--- src/pkg/tlbd_defines.vh ---
`ifndef TLBD_DEFINES_VH
`define TLBD_DEFINES_VH

// Register indices on the plain register port.
`define TLBD_REG_UPPER 4'h0
`define TLBD_REG_LOWER 4'h1
`define TLBD_REG_HYST 4'h2
`define TLBD_REG_WAIT 4'h3
`define TLBD_REG_DEVLIM 4'h4
`define TLBD_REG_ACTION 4'h5
`define TLBD_REG_TERM 4'h6
`define TLBD_REG_CTRL 4'h7
`define TLBD_REG_STATUS 4'h8
`define TLBD_REG_TIMER 4'h9

// Setting codes; percentages in 0.1 percent, times in 0.1 s.
`define TLBD_OFF_CODE 16'h270f
`define TLBD_ZERO_PCT 18'h01388
`define TLBD_RST_SETTING 16'h270f
`define TLBD_RST_ACTION 2'h0
`define TLBD_RST_TERM 9'h000

// Action select bits and control bits.
`define TLBD_ACT_LIMIT_BIT 0
`define TLBD_ACT_DEV_BIT 1
`define TLBD_CTRL_TRIP_CLR_BIT 0

// Status bit positions.
`define TLBD_ST_UPPER 0
`define TLBD_ST_LOWER 1
`define TLBD_ST_DEV 2
`define TLBD_ST_BREAK 3
`define TLBD_ST_TRIP 4
`define TLBD_ST_STOPPED 5
`define TLBD_ST_SHUTOFF 6
`define TLBD_ST_START 7

// Output terminal codes.
`define TLBD_SEL_LOWER 9'h00e
`define TLBD_SEL_UPPER 9'h00f
`define TLBD_SEL_BREAK 9'h0e7
`define TLBD_SEL_INV 9'h064

// Timing of the waiting time base.
`define TLBD_CLOCK_HZ 50000000
`define TLBD_TICK_TIME_MS 100
// One 0.1 s tick of the 50 MHz clock, sized to the prescaler width.
`define TLBD_TICK_CYCLES 23'h4c4b40
`define TLBD_PRESC_W 23
`endif

--- src/hdl/tlbd_sync.v ---
`timescale 1ns/1ps
`default_nettype none
module tlbd_sync #(
  parameter WIDTH = 3
) (
  // Clock and reset.
  input wire clock,
  input wire resetn,
  // Asynchronous inputs and filtered levels.
  input wire [WIDTH-1:0] async_in,
  output reg [WIDTH-1:0] sync_out
);
  reg [WIDTH-1:0] stage1;
  reg [WIDTH-1:0] stage2;
  reg [WIDTH-1:0] stage3;
  genvar i;
  generate
    for (i = 0; i < WIDTH; i = i + 1) begin : g_bit
      always @(posedge clock or negedge resetn) begin
        if (!resetn) begin
          stage1[i] <= 1'b0;
          stage2[i] <= 1'b0;
          stage3[i] <= 1'b0;
          sync_out[i] <= 1'b0;
        end else begin
          stage1[i] <= async_in[i];
          stage2[i] <= stage1[i];
          stage3[i] <= stage2[i];
          // A change is taken only once two stages agree.
          if (stage2[i] == stage3[i]) begin
            sync_out[i] <= stage3[i];
          end
        end
      end
    end
  endgenerate
endmodule // tlbd_sync
`default_nettype wire

--- src/hdl/tlbd_break_timer.v ---
`timescale 1ns/1ps
`default_nettype none
`include "tlbd_defines.vh"
module tlbd_break_timer #(
  parameter [`TLBD_PRESC_W-1:0] TICK_CYCLES = `TLBD_TICK_CYCLES
) (
  // Clock and reset.
  input wire clock,
  input wire resetn,
  // Condition and waiting time in 0.1 s.
  input wire run,
  input wire [15:0] wait_time,
  // Result.
  output wire elapsed,
  output reg [15:0] tenths
);
  localparam [`TLBD_PRESC_W-1:0] LAST = TICK_CYCLES - 1'b1;
  reg [`TLBD_PRESC_W-1:0] prescale;

  always @(posedge clock or negedge resetn) begin
    if (!resetn) begin
      prescale <= {`TLBD_PRESC_W{1'b0}};
      tenths <= 16'h0000;
    end else if (!run) begin
      prescale <= {`TLBD_PRESC_W{1'b0}};
      tenths <= 16'h0000;
    end else if (prescale == LAST) begin
      prescale <= {`TLBD_PRESC_W{1'b0}};
      if (tenths != 16'hffff) begin
        tenths <= tenths + 16'h0001;
      end
    end else begin
      prescale <= prescale + 1'b1;
    end
  end

  assign elapsed = run && (tenths >= wait_time);
endmodule // tlbd_break_timer
`default_nettype wire

--- src/hdl/tlbd_top.v ---
// Chosen here: the placing of the registers and the plain strobed port.
`timescale 1ns/1ps
`default_nettype none
`include "tlbd_defines.vh"
module tlbd_top #(
  parameter [`TLBD_PRESC_W-1:0] TICK_CYCLES = `TLBD_TICK_CYCLES
) (
  // Clock and reset.
  input wire clock,
  input wire resetn,
  // Register port.
  input wire [3:0] reg_addr,
  input wire [15:0] reg_wdata,
  input wire reg_write,
  input wire reg_read,
  output reg [15:0] reg_rdata,
  // Control values from the drive, signed 0.1 percent.
  input wire [15:0] tension_feedback,
  input wire [15:0] control_deviation,
  // PID compensation and winding diameter path.
  input wire [15:0] pid_comp_in,
  output reg [15:0] pid_comp_out,
  input wire [15:0] winding_diameter_in,
  output reg [15:0] winding_diameter_out,
  // Drive state pins.
  input wire motor_stopped,
  input wire output_shutoff,
  input wire start_cmd,
  // Indications.
  output reg upper_limit_flag,
  output reg lower_limit_flag,
  output reg deviation_limit_out,
  output reg break_detect_out,
  output reg pid_limit_trip,
  output reg terminal_out
);

  // Settings written by software.
  reg [15:0] upper_limit_setting;
  reg [15:0] lower_limit_setting;
  reg [15:0] limit_hysteresis_width;
  reg [15:0] break_wait_time;
  reg [15:0] deviation_limit_setting;
  reg [1:0] limit_action_select;
  reg [8:0] output_terminal_select;

  // Synchronised drive state.
  wire [2:0] pins_sync;
  wire stopped_s;
  wire shutoff_s;
  wire start_s;

  // Limit arithmetic.
  wire [17:0] feedback_x;
  wire [17:0] upper_thr;
  wire [17:0] lower_thr;
  wire [17:0] hyst_val;
  wire [17:0] upper_release;
  wire [17:0] lower_release;
  wire [16:0] deviation_abs;
  wire upper_en;
  wire lower_en;
  wire dev_en;
  wire hyst_en;
  wire wait_en;
  wire over_upper;
  wire under_lower;
  wire break_cond;
  wire break_elapsed;
  wire [15:0] timer_tenths;
  wire resume;
  wire trip_set;
  wire trip_clear;
  reg next_terminal;
  reg [15:0] next_rdata;

  // Turns an offset-coded limit (500 percent is zero) into a signed level.
  function [17:0] limit_level;
    input [15:0] setting;
    begin
      limit_level = {2'b00, setting} - `TLBD_ZERO_PCT;
    end
  endfunction

  // Tells whether a setting differs from the code for no function.
  function setting_on;
    input [15:0] setting;
    begin
      setting_on = (setting != `TLBD_OFF_CODE);
    end
  endfunction

  // Magnitude of a signed 16-bit value, one bit wider.
  function [16:0] magnitude;
    input [15:0] value;
    begin
      if (value[15]) begin
        magnitude = 17'h00000 - {value[15], value};
      end else begin
        magnitude = {1'b0, value};
      end
    end
  endfunction

  tlbd_sync #(
    .WIDTH(3)
  ) u_sync (
    .clock(clock),
    .resetn(resetn),
    .async_in({start_cmd, output_shutoff, motor_stopped}),
    .sync_out(pins_sync)
  );

  assign stopped_s = pins_sync[0];
  assign shutoff_s = pins_sync[1];
  assign start_s = pins_sync[2];

  assign upper_en = setting_on(upper_limit_setting);
  assign lower_en = setting_on(lower_limit_setting);
  assign dev_en = setting_on(deviation_limit_setting);
  assign hyst_en = setting_on(limit_hysteresis_width);
  assign wait_en = setting_on(break_wait_time);

  assign feedback_x = {{2{tension_feedback[15]}}, tension_feedback};
  assign upper_thr = limit_level(upper_limit_setting);
  assign lower_thr = limit_level(lower_limit_setting);
  assign hyst_val = hyst_en ? {2'b00, limit_hysteresis_width} : 18'h00000;
  assign upper_release = upper_thr - hyst_val;
  assign lower_release = lower_thr + hyst_val;
  assign deviation_abs = magnitude(control_deviation);

  // Raw comparisons feed the break timer; hysteresis is kept out of it.
  assign over_upper = upper_en &&
    ($signed(feedback_x) > $signed(upper_thr));
  assign under_lower = lower_en &&
    ($signed(feedback_x) < $signed(lower_thr));
  assign break_cond = wait_en && (over_upper || under_lower);

  tlbd_break_timer #(
    .TICK_CYCLES(TICK_CYCLES)
  ) u_timer (
    .clock(clock),
    .resetn(resetn),
    .run(break_cond),
    .wait_time(break_wait_time),
    .elapsed(break_elapsed),
    .tenths(timer_tenths)
  );

  assign resume = (stopped_s || shutoff_s) && !start_s;

  // Register writes.
  always @(posedge clock or negedge resetn) begin
    if (!resetn) begin
      upper_limit_setting <= `TLBD_RST_SETTING;
      lower_limit_setting <= `TLBD_RST_SETTING;
      limit_hysteresis_width <= `TLBD_RST_SETTING;
      break_wait_time <= `TLBD_RST_SETTING;
      deviation_limit_setting <= `TLBD_RST_SETTING;
      limit_action_select <= `TLBD_RST_ACTION;
      output_terminal_select <= `TLBD_RST_TERM;
    end else if (reg_write) begin
      case (reg_addr)
        `TLBD_REG_UPPER: begin
          upper_limit_setting <= reg_wdata;
        end
        `TLBD_REG_LOWER: begin
          lower_limit_setting <= reg_wdata;
        end
        `TLBD_REG_HYST: begin
          limit_hysteresis_width <= reg_wdata;
        end
        `TLBD_REG_WAIT: begin
          break_wait_time <= reg_wdata;
        end
        `TLBD_REG_DEVLIM: begin
          deviation_limit_setting <= reg_wdata;
        end
        `TLBD_REG_ACTION: begin
          limit_action_select <= reg_wdata[1:0];
        end
        `TLBD_REG_TERM: begin
          output_terminal_select <= reg_wdata[8:0];
        end
        default: begin
          limit_action_select <= limit_action_select;
        end
      endcase
    end
  end

  // Limit flags with hysteresis on release.
  always @(posedge clock or negedge resetn) begin
    if (!resetn) begin
      upper_limit_flag <= 1'b0;
      lower_limit_flag <= 1'b0;
      deviation_limit_out <= 1'b0;
    end else begin
      if (!upper_en) begin
        upper_limit_flag <= 1'b0;
      end else if ($signed(feedback_x) > $signed(upper_thr)) begin
        upper_limit_flag <= 1'b1;
      end else if ($signed(feedback_x) <= $signed(upper_release)) begin
        upper_limit_flag <= 1'b0;
      end
      if (!lower_en) begin
        lower_limit_flag <= 1'b0;
      end else if ($signed(feedback_x) < $signed(lower_thr)) begin
        lower_limit_flag <= 1'b1;
      end else if ($signed(feedback_x) >= $signed(lower_release)) begin
        lower_limit_flag <= 1'b0;
      end
      // Deviation output.
      deviation_limit_out <= dev_en &&
        (deviation_abs > {1'b0, deviation_limit_setting});
    end
  end

  // Break state, PID compensation and diameter hold.
  always @(posedge clock or negedge resetn) begin
    if (!resetn) begin
      break_detect_out <= 1'b0;
      pid_comp_out <= 16'h0000;
      winding_diameter_out <= 16'h0000;
    end else begin
      if (resume) begin
        break_detect_out <= 1'b0;
      end else if (break_elapsed) begin
        break_detect_out <= 1'b1;
      end
      if (break_detect_out || (break_elapsed && !resume)) begin
        pid_comp_out <= 16'h0000;
      end else begin
        pid_comp_out <= pid_comp_in;
      end
      if (!break_detect_out) begin
        winding_diameter_out <= winding_diameter_in;
      end
    end
  end

  // Protective trip, sticky until software clears it.
  assign trip_set =
    (limit_action_select[`TLBD_ACT_LIMIT_BIT] &&
     (upper_limit_flag || lower_limit_flag)) ||
    (limit_action_select[`TLBD_ACT_DEV_BIT] &&
     deviation_limit_out);
  assign trip_clear = reg_write && (reg_addr == `TLBD_REG_CTRL) &&
    reg_wdata[`TLBD_CTRL_TRIP_CLR_BIT];

  always @(posedge clock or negedge resetn) begin
    if (!resetn) begin
      pid_limit_trip <= 1'b0;
    end else if (trip_set) begin
      pid_limit_trip <= 1'b1;
    end else if (trip_clear) begin
      pid_limit_trip <= 1'b0;
    end
  end

  // Output terminal routing.
  always @* begin
    next_terminal = 1'b0;
    case (output_terminal_select)
      `TLBD_SEL_LOWER: begin
        next_terminal = lower_limit_flag;
      end
      `TLBD_SEL_UPPER: begin
        next_terminal = upper_limit_flag;
      end
      `TLBD_SEL_BREAK: begin
        next_terminal = break_detect_out;
      end
      `TLBD_SEL_LOWER + `TLBD_SEL_INV: begin
        next_terminal = !lower_limit_flag;
      end
      `TLBD_SEL_UPPER + `TLBD_SEL_INV: begin
        next_terminal = !upper_limit_flag;
      end
      `TLBD_SEL_BREAK + `TLBD_SEL_INV: begin
        next_terminal = !break_detect_out;
      end
      default: begin
        next_terminal = 1'b0;
      end
    endcase
  end

  always @(posedge clock or negedge resetn) begin
    if (!resetn) begin
      terminal_out <= 1'b0;
    end else begin
      terminal_out <= next_terminal;
    end
  end

  // Register reads; data stand for the one cycle after the strobe.
  always @* begin
    next_rdata = 16'h0000;
    case (reg_addr)
      `TLBD_REG_UPPER: begin
        next_rdata = upper_limit_setting;
      end
      `TLBD_REG_LOWER: begin
        next_rdata = lower_limit_setting;
      end
      `TLBD_REG_HYST: begin
        next_rdata = limit_hysteresis_width;
      end
      `TLBD_REG_WAIT: begin
        next_rdata = break_wait_time;
      end
      `TLBD_REG_DEVLIM: begin
        next_rdata = deviation_limit_setting;
      end
      `TLBD_REG_ACTION: begin
        next_rdata = {14'h0000, limit_action_select};
      end
      `TLBD_REG_TERM: begin
        next_rdata = {7'h00, output_terminal_select};
      end
      `TLBD_REG_STATUS: begin
        next_rdata[`TLBD_ST_UPPER] = upper_limit_flag;
        next_rdata[`TLBD_ST_LOWER] = lower_limit_flag;
        next_rdata[`TLBD_ST_DEV] = deviation_limit_out;
        next_rdata[`TLBD_ST_BREAK] = break_detect_out;
        next_rdata[`TLBD_ST_TRIP] = pid_limit_trip;
        next_rdata[`TLBD_ST_STOPPED] = stopped_s;
        next_rdata[`TLBD_ST_SHUTOFF] = shutoff_s;
        next_rdata[`TLBD_ST_START] = start_s;
      end
      `TLBD_REG_TIMER: begin
        next_rdata = timer_tenths;
      end
      default: begin
        next_rdata = 16'h0000;
      end
    endcase
  end

  always @(posedge clock or negedge resetn) begin
    if (!resetn) begin
      reg_rdata <= 16'h0000;
    end else if (reg_read) begin
      reg_rdata <= next_rdata;
    end else begin
      reg_rdata <= 16'h0000;
    end
  end
endmodule // tlbd_top
`default_nettype wire

--- config.mk ---
export PLATFORM = sky130hd
export DESIGN_NAME = tlbd_top
export DESIGN_NICKNAME = d
export VERILOG_FILES = /design/src/hdl/tlbd_sync.v /design/src/hdl/tlbd_break_timer.v /design/src/hdl/tlbd_top.v
export VERILOG_INCLUDE_DIRS = /design/src /design/src/pkg
export SDC_FILE = /design/constraint.sdc
export NUM_CORES = 1
export LEC_CHECK = 0
export ABC_AREA = 1
export BUFFER_PORTS_ARGS = -buffer_cell sky130_fd_sc_hd__buf_4
export CORE_AREA = 4 4 210 110
export DETAILED_ROUTE_END_ITERATION = 12
export DIE_AREA = 0 0 214 114
export GPL_TIMING_DRIVEN = 1
export PLACE_DENSITY_LB_ADDON = 0.08
export SYNTH_ARGS = -nofsm -noshare
export SYNTH_HDL_FRONTEND = slang
export SYNTH_SLANG_ARGS = --single-unit
--- constraint.sdc ---
create_clock -name clock -period 10 [get_ports clock]
set_input_delay 1.5 -clock clock [delete_from_list [all_inputs] [get_ports clock]]
set_output_delay 1.5 -clock clock [all_outputs]
set_load 0.03 [all_outputs]
==> reports/qor.yml <==
cells_and_area:
  layout.nets: 2106
  syn2layout_area_growth_pct: 13.4
  diodes: 0
  fin_area_um2: 15400
  drive_gt1_share_pct: 14.7
  fin_cells: 2180
hold_path:
  hold_class: "reg2reg"
  holdPathStages: 0
sta:
  period_needed_ns: 4.73
  rsz0062_at_grt: "false"
  worst_slew_pin_slew_ns: 1.10
  setup_violations: 0
  slew_viol_final: 0
  fin_tns_setup_ns: 0
  period_share_pct: 47.3
  slew_headroom_pct: 26.0
  max_freq_mhz: 211
  finalHoldViolCount: 0
  fin_skew_ns: 0.0126
synthesis:
  yosysSeqAreaShare_pct: 36.4
  synth-edff-count: 0
  synth_top_area_cell: "dfrtp_1"
  synth_fp_nets: 1979
  synth.area.top_cells: "dfrtp_1, ha_1, nand2_1, dfstp_2, inv_1"
  synth_cell_types: 54
  async_flop_share_pct: 100
  netlist_area_um2: 13600
  yosysWarnings: 0
  synth_cells: 1760
  yosys.area.top_type_share_pct: 28.7
  avgSynthCellArea_um2: 7.73
  synth_flop_cell: "dfrtp_1"
  ys_ff_latch: 196
routing:
  drt-initial-drc-count: 1788
  wire_per_inst_um: 20.2
  drcViolationCount: 0
  vias: 13000
  drt-met1-wl_mm: 20.0
  routed_wl_mm: 44.1
  ant_nets: 0
  wl_met2_mm: 15.9
  dr_wl_met3_mm: 7.64
  dr.pass1.iters: 6
  vias_per_cell: 5.96
  highest_layer: "met5"
clock_network:
  cts.reportedPaths.clkPinSlew_ns: 0.08
  clock_path_buffers: 2
  cts_buffers: 17
  cts_hold_buf: 0
  cts_tree: "yes"
  cts.sinks: 196
  cts_resized: 0
  worstSkewPairLatency_ns: 0.45
  cts_setup_buffers: 0
  root_buffer: "clkbuf_16"
  cts_max_level: 4
floorplan:
  die_x_um: 214
  fp.dieArea_um2: 24400
  start_util_pct: 64.0
  io_pins: 145
  fp.coreArea_um2: 21300
  rows: 38
  die_h_um: 114
critical_path:
  reg2reg_depth: 27
  cp_max_fo: 6
  critPathCaptureType: "flop"
  cp.arrival_ns: 5.07
  cp.required_ns: 10.34
  path_class: "reg2reg"
  worstSetupStartpointType: "flop"
global_route:
  grtUsageTotal_pct: 36.2
  antenna_found_initial: 1
  grt_pass1_wl_mm: 68.8
  grt_overflow_total: 0
  grt_pass1_vias: 12200
  grt_max_degree: 70
placement:
  place_inst: 2148
  dp_hpwl_mm: 35.2
  dpl-instance-area_um2: 14900
  gp_congestion: 1.06
  io_buffers: 144
run:
  max_cap_viol_count: 0
power:
  peakVddDrop_v: 0.000164
  finalPower_uw: 3380
  power_leakage_uw: 0.00762
  cellPowerDensity_nw_per_um2: 219
outcome:
  status: "finished clean"
sequential cells by signal, indices dropped and copies added, names as in the netlist:
| register | cells |
|---|---|
| limit_hysteresis_width | 16 |
| u_sync.stage1 | 3 |
| reg_rdata | 16 |
| break_detect_out | 1 |
| u_sync.sync_out | 3 |
| upper_limit_setting | 16 |
| winding_diameter_out | 16 |
| deviation_limit_setting | 16 |
| u_timer.tenths | 16 |
| lower_limit_setting | 16 |
| u_timer.prescale | 23 |
| break_wait_time | 16 |
| lower_limit_flag | 1 |
| pid_limit_trip | 1 |
| limit_action_select | 2 |
| terminal_out | 1 |
| output_terminal_select | 9 |
| deviation_limit_out | 1 |
| pid_comp_out | 16 |
| u_sync.stage2 | 3 |
| u_sync.stage3 | 3 |
| upper_limit_flag | 1 |
stage by stage:
step	hold WS (ns)	setup slack (ns)	util (%)
after floorplan	0.331	6.33	-
after global placement	0.332	5.67	70.0
after detailed placement	0.335	5.49	70.0
after CTS	0.350	5.47	72.6
after global routing	0.358	4.93	72.6
final	0.348	5.27	72.6
routing by layer:
layer / up-vias / GRT usage [%]
li1: 6051 / -
met1: 6037 / 55.1
met2: 841 / 44.8
met3: 49 / 19.0
met4: 7 / 5.91
met5: - / 5.88
final cells by class:
| cell class | count | area [µm²] |
|---|---|---|
| clock buffer | 24 | 493 |
| clock inverter | 8 | 52.6 |
| tap | 280 | 350 |
| timing repair buffer | 148 | 1120 |
| inverter | 287 | 1080 |
| sequential | 196 | 4950 |
| fill | 1667 | 5830 |
| multi-input combinational | 1237 | 7380 |
report_power, final:
part           total (µW)  internal [µW]  switching, µW
registers            1060            929            129
logic                1670            584           1080
clock network         656            345            310
total                3380           1860           1520
synthesized netlist by cell type, types with 35 or more instances:
cell	n
xor2_1	55
o21ai_0	142
ha_1	126
inv_1	278
dfstp_2	40
nor3_1	40
o22ai_1	38
nand2_1	378
nand3_1	63
clkbuf_1	35
a21oi_1	91
nor2_1	111
dfrtp_1	156
critical path, cell delays in order, from the launching register on:
cell,delay [ns]
dfrtp_1,0.40
inv_1,0.11
nand4_1,0.16
nor2_1,0.07
nand2_1,0.10
inv_1,0.15
nor2_1,0.27
inv_1,0.15
fa_1,0.45
o21ai_0,0.42
nand2_1,0.14
nand2_1,0.28
a21oi_1,0.13
o21ai_0,0.31
nand2_1,0.09
nand3_1,0.08
nand2_1,0.08
xnor2_1,0.14
ha_1,0.28
nand2_1,0.05
inv_1,0.06
nand3_1,0.09
a21oi_1,0.15
nor2_1,0.06
o21bai_1,0.15
o21ai_0,0.10
o211ai_1,0.09
nand2_1,0.07
kinds of logic after synthesis:
logic type	after synthesis	synth area share [%]
XOR/XNOR	76	4.90
AO/OA/AOI/OAI	320	13.1
AND/OR/NAND/NOR	710	24.1
buffers and inverters	327	9.30
adder cells (fa/ha/maj)	131	12.1
flip-flops	196	36.4
cells in the final DEF (no fill, tap or decap), types with 4 or more instances in the layout:
cell	netlist	layout
nand3_2	5	5
nand2_1	378	378
nor3_2	5	5
dfstp_2	40	40
a21o_1	4	4
xor2_1	55	55
nand3_1	63	63
o22ai_1	38	38
nor2_1	111	111
inv_1	278	278
nor3_1	40	40
o221ai_1	6	6
a21oi_1	91	91
nor2_4	13	13
clkbuf_1	35	4
buf_4	0	147
a31oi_1	8	8
dfrtp_1	156	156
nand3b_1	4	4
clkbuf_16	0	18
inv_2	9	9
nand2_2	8	8
o21ai_0	142	142
nor4_1	22	22
xnor2_1	21	21
nor2_2	11	11
a221oi_1	5	5
ha_1	126	126
nand4_1	33	33
clkinvlp_4	0	5
nor3b_2	5	5
final timing paths:
path	from	slack [ns]	end
max reg2reg	limit_hysteresis_width[12]	5.27	lower_limit_flag
min	u_sync.stage1[0]	0.35	u_sync.stage2[0]
min in group asynchronous	resetn	1.02	lower_limit_setting[4]
min reg2reg	u_sync.stage1[0]	0.35	u_sync.stage2[0]
max in group asynchronous	resetn	6.91	winding_diameter_out[9]
max	limit_hysteresis_width[12]	5.27	lower_limit_flag
Power figures use the tool's default switching activity.
